$ cat src/hw/fsl_pkg.sv
// package: constants and carrier types for the fault status latch block
//
// Notes on behaviour
// - The output-off flag is set at power-on and whenever a fault turns the regulated output off.
// - The output-off flag going to one never drives the fault alert output.
// - The output-off flag clears at the stop that ends a write sequence if the output is then enabled.
// - Overcurrent lasting past 48 ms turns the output off and sets the overcurrent and output-off flags.
// - The ninth clock rise of every read byte updates the status and clears the overcurrent flag unless overcurrent is live with the timer off.
// - With the overcurrent timer off, the overcurrent flag follows the live overcurrent level.
// - A thermal shutdown caused by long overcurrent turns the output off and sets the thermal flag.
// - The power-bad flag sets below 85% while enabled and clears on its own within 90%.
// - Overtemperature turns the output off and sets the thermal flag and the output-off flag.
// - The ninth clock rise of a read byte reloads the thermal flag from the live overtemperature level.
// - Supply undervoltage turns the output off, sets both flags, and the output stays off until rewritten.
// - The ninth clock rise of a read byte reloads the supply-low flag from the live undervoltage level.
// - Read bytes alternate primary, secondary, primary, and each new read starts at the primary.
// - Writing the enable bit 5 as one turns the output on and as zero turns it off.
`default_nettype none

package fsl_pkg;

	// ****************************************
	// timing
	// ****************************************
	localparam int CLK_HZ = 100_000_000;
	localparam int OCP_TIME_MS = 48;
	localparam int OCP_CYCLES = OCP_TIME_MS * (CLK_HZ / 1000);
	localparam int OCP_CNT_W = 23;

	// ****************************************
	// serial bus
	// ****************************************
	localparam logic [6:0] DEV_ADDR_DEF = 7'h08; // arbitrary value
	localparam logic [3:0] BITS_PER_BYTE = 4'h8;

	// ****************************************
	// control byte layout
	// ****************************************
	localparam int CTRL_SEL_HI = 7;
	localparam int CTRL_SEL_LO = 6;
	localparam logic [1:0] CTRL0_SEL = 2'h0;
	localparam logic [1:0] CTRL1_SEL = 2'h2;
	localparam int VSEL_HI = 3;
	localparam int ODT_BIT = 4;
	localparam int ENB_BIT = 5;
	localparam int TMODE_BIT = 0;
	localparam int TGATE_BIT = 1;
	localparam logic [5:0] CTRL0_RST = 6'h00;
	localparam logic [1:0] CTRL1_RST = 2'h0;

	// ****************************************
	// status register layout
	// ****************************************
	localparam int DIS_BIT = 0;
	localparam int OCP_BIT = 2;
	localparam int PNG_BIT = 4;
	localparam int TSD_BIT = 6;
	localparam int VUV_BIT = 7;
	localparam logic [7:0] STATUS2_VAL = 8'h00;
	localparam logic DIS_RST = 1'b1;

	// ****************************************
	// carriers
	// ****************************************
	typedef struct packed {
		logic over_current;
		logic over_temp;
		logic supply_low;
		logic below_85;
		logic within_90;
	} fsl_fault_t;

	typedef struct packed {
		logic [3:0] voltage_select;
		logic timer_enable;
		logic tone_internal;
		logic tone_gate;
	} fsl_ctrl_t;

	typedef enum logic [2:0] {
		ST_IDLE = 3'b000,
		ST_ADDR = 3'b001,
		ST_ADDR_ACK = 3'b010,
		ST_WRITE = 3'b011,
		ST_WRITE_ACK = 3'b100,
		ST_READ = 3'b101,
		ST_READ_ACK = 3'b110
	} fsl_state_t;

endpackage : fsl_pkg

`default_nettype wire

$ cat src/hw/fsl_sync.sv
// module: two-stage synchroniser for asynchronous levels
`default_nettype none

module fsl_sync
	import fsl_pkg::*;
#(
	parameter int WIDTH = 1,
	parameter logic [WIDTH-1:0] RST_VAL = '0
) (
	// clock and reset
	input wire logic ref_clk,
	input wire logic reset_n,
	// levels
	input wire logic [WIDTH-1:0] async_in,
	output logic [WIDTH-1:0] sync_out
);

	// first stage feeds only the second
	logic [WIDTH-1:0] meta_ff;
	logic [WIDTH-1:0] sync_ff;

	always_ff @(posedge ref_clk or negedge reset_n) begin
		if (!reset_n) begin
			meta_ff <= RST_VAL;
			sync_ff <= RST_VAL;
		end else begin
			meta_ff <= async_in;
			sync_ff <= meta_ff;
		end
	end

	assign sync_out = sync_ff;

endmodule : fsl_sync

`default_nettype wire

$ cat src/hw/fsl_ocp_timer.sv
// module: overcurrent persistence timer
`default_nettype none

module fsl_ocp_timer
	import fsl_pkg::*;
#(
	parameter int CNT_W = OCP_CNT_W,
	parameter int TRIP_CYCLES = OCP_CYCLES
) (
	// clock and reset
	input wire logic ref_clk,
	input wire logic reset_n,
	// condition
	input wire logic run,
	// result
	output logic trip
);

	localparam logic [CNT_W-1:0] LAST = CNT_W'(TRIP_CYCLES - 1);

	logic [CNT_W-1:0] count_ff;
	logic trip_ff;
	wire at_last = (count_ff == LAST);

	// count restarts whenever the condition drops, so short bursts never add up
	always_ff @(posedge ref_clk or negedge reset_n) begin
		if (!reset_n) begin
			count_ff <= '0;
			trip_ff <= 1'b0;
		end else begin
			count_ff <= (run && !at_last) ? count_ff + 1'b1 : '0;
			trip_ff <= run && at_last;
		end
	end

	assign trip = trip_ff;

endmodule : fsl_ocp_timer

`default_nettype wire

$ cat src/hw/fsl_top.sv
// module: serial-bus fault status latch with control registers
`default_nettype none

module fsl_top
	import fsl_pkg::*;
#(
	parameter logic [6:0] DEV_ADDR = DEV_ADDR_DEF,
	parameter int OCP_TRIP_CYCLES = OCP_CYCLES
) (
	// clock and reset
	input wire logic ref_clk,
	input wire logic reset_n,
	// serial bus pins (open drain data)
	input wire logic scl_in,
	input wire logic sda_in,
	output logic sda_out,
	output logic sda_oe,
	// analog fault detectors, asynchronous
	input wire fsl_fault_t fault_in,
	// regulator controls
	output logic regulated_output,
	output var fsl_ctrl_t ctrl_out,
	// fault alert, overcurrent, thermal and supply-low flags only
	output logic fault_alert
);

	// ****************************************
	// input synchronisation
	// ****************************************
	logic [1:0] bus_s;
	fsl_fault_t flt;

	fsl_sync #(.WIDTH(2), .RST_VAL(2'h3)) u_bus_sync (
		.ref_clk(ref_clk),
		.reset_n(reset_n),
		.async_in({scl_in, sda_in}),
		.sync_out(bus_s)
	);

	fsl_sync #(.WIDTH($bits(fsl_fault_t)), .RST_VAL('0)) u_flt_sync (
		.ref_clk(ref_clk),
		.reset_n(reset_n),
		.async_in(fault_in),
		.sync_out(flt)
	);

	// ****************************************
	// bus edge detection
	// ****************************************
	logic scl_q_ff;
	logic sda_q_ff;
	wire scl_s = bus_s[1];
	wire sda_s = bus_s[0];
	wire scl_rise = scl_s && !scl_q_ff;
	wire scl_fall = !scl_s && scl_q_ff;
	wire bus_start = scl_s && scl_q_ff && sda_q_ff && !sda_s;
	wire bus_stop = scl_s && scl_q_ff && !sda_q_ff && sda_s;

	always_ff @(posedge ref_clk or negedge reset_n) begin
		if (!reset_n) begin
			scl_q_ff <= 1'b1;
			sda_q_ff <= 1'b1;
		end else begin
			scl_q_ff <= scl_s;
			sda_q_ff <= sda_s;
		end
	end

	// ****************************************
	// serial slave state
	// ****************************************
	fsl_state_t state_ff;
	fsl_state_t nxt_state;
	logic [3:0] cnt_ff;
	logic [3:0] nxt_cnt;
	logic [7:0] shift_ff;
	logic [7:0] nxt_shift;
	logic rd_sel_ff;
	logic nxt_rd_sel;
	logic wrote_ff;
	logic nxt_wrote;
	logic sda_oe_ff;
	logic [7:0] status1;

	wire byte_in = (cnt_ff == BITS_PER_BYTE);
	wire addr_hit = (shift_ff[7:1] == DEV_ADDR);
	wire [7:0] rd_byte = rd_sel_ff ? STATUS2_VAL : status1;

	// ninth clock rise of a read byte and commit of a written byte
	wire read_ninth = (state_ff == ST_READ_ACK) && scl_rise;
	wire write_ninth = (state_ff == ST_WRITE_ACK) && scl_rise;
	// write sequence ends at the stop condition
	wire write_done = bus_stop && wrote_ff;

	always_comb begin
		nxt_state = state_ff;
		nxt_cnt = cnt_ff;
		nxt_shift = shift_ff;
		nxt_rd_sel = rd_sel_ff;
		nxt_wrote = wrote_ff;
		if (bus_start) begin
			// a new read always begins with the primary register
			nxt_state = ST_ADDR;
			nxt_cnt = 4'h0;
			nxt_rd_sel = 1'b0;
			nxt_wrote = 1'b0;
		end else if (bus_stop) begin
			nxt_state = ST_IDLE;
			nxt_wrote = 1'b0;
		end else begin
			unique case (state_ff)
				ST_IDLE: begin
					nxt_state = ST_IDLE;
				end
				ST_ADDR, ST_WRITE: begin
					if (scl_rise) begin
						nxt_shift = {shift_ff[6:0], sda_s};
						nxt_cnt = cnt_ff + 4'h1;
					end else if (scl_fall && byte_in) begin
						if (state_ff == ST_WRITE) begin
							nxt_state = ST_WRITE_ACK;
						end else if (addr_hit) begin
							nxt_state = ST_ADDR_ACK;
						end else begin
							nxt_state = ST_IDLE;
						end
					end
				end
				ST_ADDR_ACK: begin
					if (scl_fall) begin
						nxt_cnt = 4'h0;
						if (shift_ff[0]) begin
							nxt_state = ST_READ;
							nxt_shift = rd_byte;
						end else begin
							nxt_state = ST_WRITE;
						end
					end
				end
				ST_WRITE_ACK: begin
					if (scl_rise) begin
						nxt_wrote = 1'b1;
					end else if (scl_fall) begin
						nxt_state = ST_WRITE;
						nxt_cnt = 4'h0;
					end
				end
				ST_READ: begin
					if (scl_rise) begin
						nxt_cnt = cnt_ff + 4'h1;
					end else if (scl_fall) begin
						if (byte_in) begin
							nxt_state = ST_READ_ACK;
						end else begin
							nxt_shift = {shift_ff[6:0], 1'b0};
						end
					end
				end
				ST_READ_ACK: begin
					if (scl_rise) begin
						// master ack keeps the read going, nack ends it
						nxt_cnt = sda_s ? 4'hf : 4'h0;
					end else if (scl_fall) begin
						if (cnt_ff == 4'h0) begin
							nxt_state = ST_READ;
							nxt_rd_sel = !rd_sel_ff;
							nxt_shift = rd_sel_ff ? status1 : STATUS2_VAL;
						end else begin
							nxt_state = ST_IDLE;
						end
					end
				end
				default: begin
					nxt_state = ST_IDLE;
				end
			endcase
		end
	end

	// open drain: only ever pull low
	wire nxt_sda_oe = (state_ff == ST_ADDR_ACK) || (state_ff == ST_WRITE_ACK) ||
		((state_ff == ST_READ) && !shift_ff[7]);

	always_ff @(posedge ref_clk or negedge reset_n) begin
		if (!reset_n) begin
			state_ff <= ST_IDLE;
			cnt_ff <= 4'h0;
			shift_ff <= 8'h00;
			rd_sel_ff <= 1'b0;
			wrote_ff <= 1'b0;
			sda_oe_ff <= 1'b0;
		end else begin
			state_ff <= nxt_state;
			cnt_ff <= nxt_cnt;
			shift_ff <= nxt_shift;
			rd_sel_ff <= nxt_rd_sel;
			wrote_ff <= nxt_wrote;
			sda_oe_ff <= nxt_sda_oe;
		end
	end

	assign sda_out = 1'b0;
	assign sda_oe = sda_oe_ff;

	// ****************************************
	// control registers
	// ****************************************
	logic [5:0] ctrl0_ff;
	logic [1:0] ctrl1_ff;
	logic out_on_ff;
	logic nxt_out_on;

	wire [1:0] wr_sel = shift_ff[CTRL_SEL_HI:CTRL_SEL_LO];
	wire wr_ctrl0 = write_ninth && (wr_sel == CTRL0_SEL);
	wire wr_ctrl1 = write_ninth && (wr_sel == CTRL1_SEL);
	wire timer_on = ctrl0_ff[ODT_BIT];

	always_ff @(posedge ref_clk or negedge reset_n) begin
		if (!reset_n) begin
			ctrl0_ff <= CTRL0_RST;
			ctrl1_ff <= CTRL1_RST;
		end else begin
			if (wr_ctrl0) begin
				ctrl0_ff <= shift_ff[5:0];
			end
			if (wr_ctrl1) begin
				ctrl1_ff <= shift_ff[1:0];
			end
		end
	end

	assign ctrl_out.voltage_select = ctrl0_ff[VSEL_HI:0];
	assign ctrl_out.timer_enable = ctrl0_ff[ODT_BIT];
	assign ctrl_out.tone_internal = ctrl1_ff[TMODE_BIT];
	assign ctrl_out.tone_gate = ctrl1_ff[TGATE_BIT];

	// ****************************************
	// fault detection and output switch
	// ****************************************
	logic ocp_trip;

	fsl_ocp_timer #(.CNT_W(OCP_CNT_W), .TRIP_CYCLES(OCP_TRIP_CYCLES)) u_ocp_timer (
		.ref_clk(ref_clk),
		.reset_n(reset_n),
		.run(flt.over_current && timer_on && out_on_ff),
		.trip(ocp_trip)
	);

	// thermal trip covers overtemperature from any cause, long overcurrent included
	wire temp_trip = flt.over_temp;
	wire low_trip = flt.supply_low;
	wire any_trip = ocp_trip || temp_trip || low_trip;

	// a trip outranks a same-cycle enable write; undervoltage needs a fresh write
	always_comb begin
		nxt_out_on = out_on_ff;
		if (wr_ctrl0) begin
			nxt_out_on = shift_ff[ENB_BIT];
		end
		if (any_trip) begin
			nxt_out_on = 1'b0;
		end
	end

	// ****************************************
	// status flags
	// ****************************************
	logic dis_ff;
	logic ocp_ff;
	logic png_ff;
	logic tsd_ff;
	logic vuv_ff;

	wire dis_set = any_trip || !nxt_out_on;
	wire ocp_set = ocp_trip || (!timer_on && flt.over_current);
	wire ocp_clr = read_ninth || (!timer_on && !flt.over_current);
	wire png_set = out_on_ff && flt.below_85;
	wire png_clr = !out_on_ff || flt.within_90;

	always_ff @(posedge ref_clk or negedge reset_n) begin
		if (!reset_n) begin
			out_on_ff <= 1'b0;
			dis_ff <= DIS_RST;
			ocp_ff <= 1'b0;
			png_ff <= 1'b0;
			tsd_ff <= 1'b0;
			vuv_ff <= 1'b0;
		end else begin
			out_on_ff <= nxt_out_on;
			// set wins over clear on every flag
			if (dis_set) begin
				dis_ff <= 1'b1;
			end else if (write_done) begin
				dis_ff <= 1'b0;
			end
			if (ocp_set) begin
				ocp_ff <= 1'b1;
			end else if (ocp_clr) begin
				ocp_ff <= 1'b0;
			end
			if (png_set) begin
				png_ff <= 1'b1;
			end else if (png_clr) begin
				png_ff <= 1'b0;
			end
			if (temp_trip) begin
				tsd_ff <= 1'b1;
			end else if (read_ninth) begin
				tsd_ff <= 1'b0;
			end
			if (low_trip) begin
				vuv_ff <= 1'b1;
			end else if (read_ninth) begin
				vuv_ff <= 1'b0;
			end
		end
	end

	always_comb begin
		status1 = 8'h00;
		status1[DIS_BIT] = dis_ff;
		status1[OCP_BIT] = ocp_ff;
		status1[PNG_BIT] = png_ff;
		status1[TSD_BIT] = tsd_ff;
		status1[VUV_BIT] = vuv_ff;
	end

	assign regulated_output = out_on_ff;
	// output-off flag left out, since the host may switch off on purpose
	assign fault_alert = ocp_ff || tsd_ff || vuv_ff;

endmodule : fsl_top

`default_nettype wire

$ cat config.mk
export PLATFORM = sky130hd
export DESIGN_NAME = fsl_top
export DESIGN_NICKNAME = d
export VERILOG_FILES = /design/src/hw/fsl_pkg.sv /design/src/hw/fsl_sync.sv /design/src/hw/fsl_ocp_timer.sv /design/src/hw/fsl_top.sv
export SDC_FILE = /design/constraint.sdc
export NUM_CORES = 1
export LEC_CHECK = 0
export BUFFER_PORTS_ARGS = -buffer_cell sky130_fd_sc_hd__buf_2
export CORE_MARGIN = 3
export CORE_UTILIZATION = 35
export CTS_BUF_LIST = sky130_fd_sc_hd__clkbuf_8
export DETAILED_ROUTE_END_ITERATION = 7
export GPL_TIMING_DRIVEN = 0
export SYNTH_ARGS = -nofsm -noshare
export SYNTH_HDL_FRONTEND = slang
export SYNTH_HIERARCHICAL = 1
export SYNTH_SLANG_ARGS = --single-unit
$ cat constraint.sdc
create_clock -name ref_clk -period 1.9 [get_ports ref_clk]
set_input_delay 0.285 -clock ref_clk [delete_from_list [all_inputs] [get_ports ref_clk]]
set_output_delay 0.285 -clock ref_clk [all_outputs]
set_load 0.02 [all_outputs]
==> impl_results.md <==
* Status: complete, but fails checks
* Failing checks: negative setup slack
* Gate power share at 0.080
* Setup CP Type: reg2reg
* Final WS setup at -78.60 ps
* Max clock buf depth at 2
* Highest Clock Rate at 505.4 MHz
* Clk Latency, worst-skew pair at 350 ps
* VDD IR-drop max at 0.2726 mV
* Placed insts at 463
* Most common cell after layout, fill and taps aside: dfrtp_1
* Sw Pwr at 810.8 uW
* Adder-cell share of the synthesized area at 0.01095
* Nets at 386
* FFs w/ async S/R, synth at 1.000
* Worst Hold Class: in2reg
* Synth top area cells: dfrtp_1, dfstp_2, mux2_2
* Largest net degree at the start of global routing at 41
* Post-synthesis xor/xnor area fraction at 0.04600
* CTS tree: done
* Reg-to-reg endpoint: shift_ff[6]
* Pwr/cell area at 697.8 mW/mm2
* Clock slew at reported path FFs at 90 ps
* Reg2reg path depth at 5
* Setup crit end kind: flop
* Antenna Cells at 0
* Clk root buf: clkbuf_8
* DIE AREA at 0.01101 mm2
* Drt wl/cell at 14.37 um
* Post-place instance area at 0.003717 mm2
* Crit path DAT at 2210 ps
* Sw frac at 0.2712
* Largest family of logic cells by synthesized area: simple AND/OR/NAND/NOR gates
* Layout cell share with drive strength beyond 1 at 0.3430
* Number of synthesized flops with an enable pin at 0
* Synth Warn # at 6
* RSZ-0062 raised after global routing: yes
* Worst Min Path Start: fault_in[4]
* DRT Wirelength at 7300 um
* ANT nets after route at 0
* Hold depth at 1
* First-pass GRT wire length at 12,290 um
* Post-synthesis compound-gate area fraction at 0.1223
* GP Congestion at 0.7589
* Post-synth cell types at 68
* Syn Std Cell Area at 0.003427 mm2
* Mux cell area share after synthesis at 0.05951
* Worst Hold Path EP: u_flt_sync/meta_ff[4]
* Max cap viols at 0
* Chip Height at 105.0 um
* Fin crit share at 1.041
* Drt via density at 5.108
* Slew Limit Fails at 0
* Leading cell types in the layout, fill and taps excluded: dfrtp_1, buf_4, nor2_1
* Design area at 0.004284 mm2
* Fin crit period at 1979 ps
* Tot GR Track Use at 0.1374
* Hpwl dp at 4850 um
* Io pins at 20
* Startpoint types: flop
* Top FF cell, synth: dfrtp_1
* Buffers added on ports at 18
* Die W at 105.0 um
* 1st-pass router iterations at 4
* Via count at 2,595
* Syn_area_per_cell at 10.88 um2
* Beginning of the critical path: scl_q_ff
* Area growth from synthesis to layout at 25.01%
* Internal power at 2.179 mW
* Seq cells post-synth at 71
* Core area at 0.009371 mm2
* Hold Fails Final Rpt at 0
* DRC at 0
* Clock share of power at 0.384
* Crit-path max FO at 9
* DRT iter0 DRCs at 63
* R2R Path Start: scl_q_ff
* Crit path required time at 2140 ps
* R2R Setup Slk at -80 ps
* Cells after Synth at 315
* Static leakage at 1.816 nW
* Largest area contributor in the netlist: dfrtp_1
* Clock sinks at 71
* Number of global-route vias before repair at 2,605
* Initial antenna violation count at 0
* Pre-CTS WS at -320.4 ps
* Simple-Gate Fraction of Synth Area at 0.2059
* Setup Skew at 12.10 ps
* Row cnt at 35
* Inserted Clock Buffers at 9
* Share of the synthesized area in the top cell type at 0.4673
* Initial core utilization at 0.3657
* Syn nets at 327
* H-tree Lvls at 3
* Sequential share of power at 0.536
* Grt ovf at 0
* Post-Layout Cell Count at 508
* Seq/Total Area, Yosys at 0.5210
* # setup viols final at 5
cells in the mapped netlist, drive strengths merged, types with 7 or more instances:
master  count
o21ai       9
mux2       15
and3        7
nand3      10
a21oi      14
nor3        9
dfrtp      64
nand4       9
xnor2      13
inv        15
dfstp       7
nand2      16
nor2       29
or3         9
metrics by stage:
stage	utilization	TNS [ps]	hold WS, ps	power [mW]
after detailed placement	0.3967	-8161	252.6	1.813
after floorplan	-	-389.4	-10.59	1.731
final	0.4571	-307.2	31.59	2.990
after global routing	0.4571	-915.1	6.299	3.135
after global placement	0.3943	-7567	334.6	1.801
after CTS	0.4374	-349.9	12.88	3.024
worst max path at each step:
stage                              end  slack, ps
2_1_floorplan              shift_ff[2]        -90
3_3_place_gp   u_ocp_timer/count_ff[3]       -280
3_5_place_dp   u_ocp_timer/count_ff[7]       -320
4_1_cts                    shift_ff[2]        -90
5_1_grt                    shift_ff[6]       -150
6_report                   shift_ff[6]        -80
logic make-up (layout without fill, tap and decap cells):
| family | Yosys count | after routing |
|---|---|---|
| XOR/XNOR | 18 | 18 |
| multiplexers | 17 | 17 |
| adder cells (fa/ha/maj) | 3 | 3 |
| buffers and inverters | 26 | 90 |
| other | 1 | 1 |
| flip-flops | 71 | 71 |
| AND/OR/NAND/NOR | 124 | 124 |
| AO/OA/AOI/OAI | 55 | 55 |
worst max-delay path: stages, from the launching register on:
cell	delay [ps]
dfstp_2	620
inv_1	80
or3_4	340
a221oi_4	320
o31ai_4	190
mux2_4	320
routing by layer:
| metal | vias to the layer above | part of all wire | wire length (um) | global-route usage |
|---|---|---|---|---|
| li1 | 1254 | - | - | - |
| met1 | 1292 | 0.45 | 3294 | 0.1715 |
| met2 | 40 | 0.51 | 3695 | 0.2310 |
| met3 | 9 | 0.032 | 233 | 0.03582 |
| met4 | 0 | 0.011 | 77 | 0.04592 |
| met5 | - | 0 | 0 | 0 |
sequential cells by signal, summed over array words and instances, names as in the netlist, 2 cells and up:
register              flops
ctrl1_ff                  2
ctrl0_ff                  5
u_bus_sync/sync_out       2
u_bus_sync/meta_ff        2
shift_ff                  8
cnt_ff                    4
u_ocp_timer/count_ff     23
u_flt_sync/sync_out       5
state_ff                  3
u_flt_sync/meta_ff        5
cell type report:
class                   instances  area (um2)
fillers                       894        5087
repair buffers                 50       347.8
multi-input cells             218        1677
inverters                      15       56.30
plain buffers                   9       66.31
well taps                     129       161.4
clock buffers                   9       123.9
flip-flops and latches         71        1789
clock inverters                 7       62.56
power groups by stage:
| stage | combinational, mW | sequential, mW | clock, mW |
|---|---|---|---|
| 3_3_place_gp | 0.172 | 1.63 | 0 |
| 4_1_cts | 0.232 | 1.60 | 1.19 |
| 2_1_floorplan | 0.115 | 1.62 | 0 |
| 5_1_grt | 0.269 | 1.61 | 1.26 |
| 6_report | 0.239 | 1.60 | 1.15 |
| 3_5_place_dp | 0.182 | 1.63 | 0 |
timing repair:
item                                    4_1_cts  5_1_grt
setup buffers                                17       13
hold buffers                                  1        0
resized for setup                            21       23
endpoints found under the setup margin       42       34
pin swaps                                     6        8
endpoints found under the hold margin        25        0
Note: power is estimated with default switching activity, not from simulation.
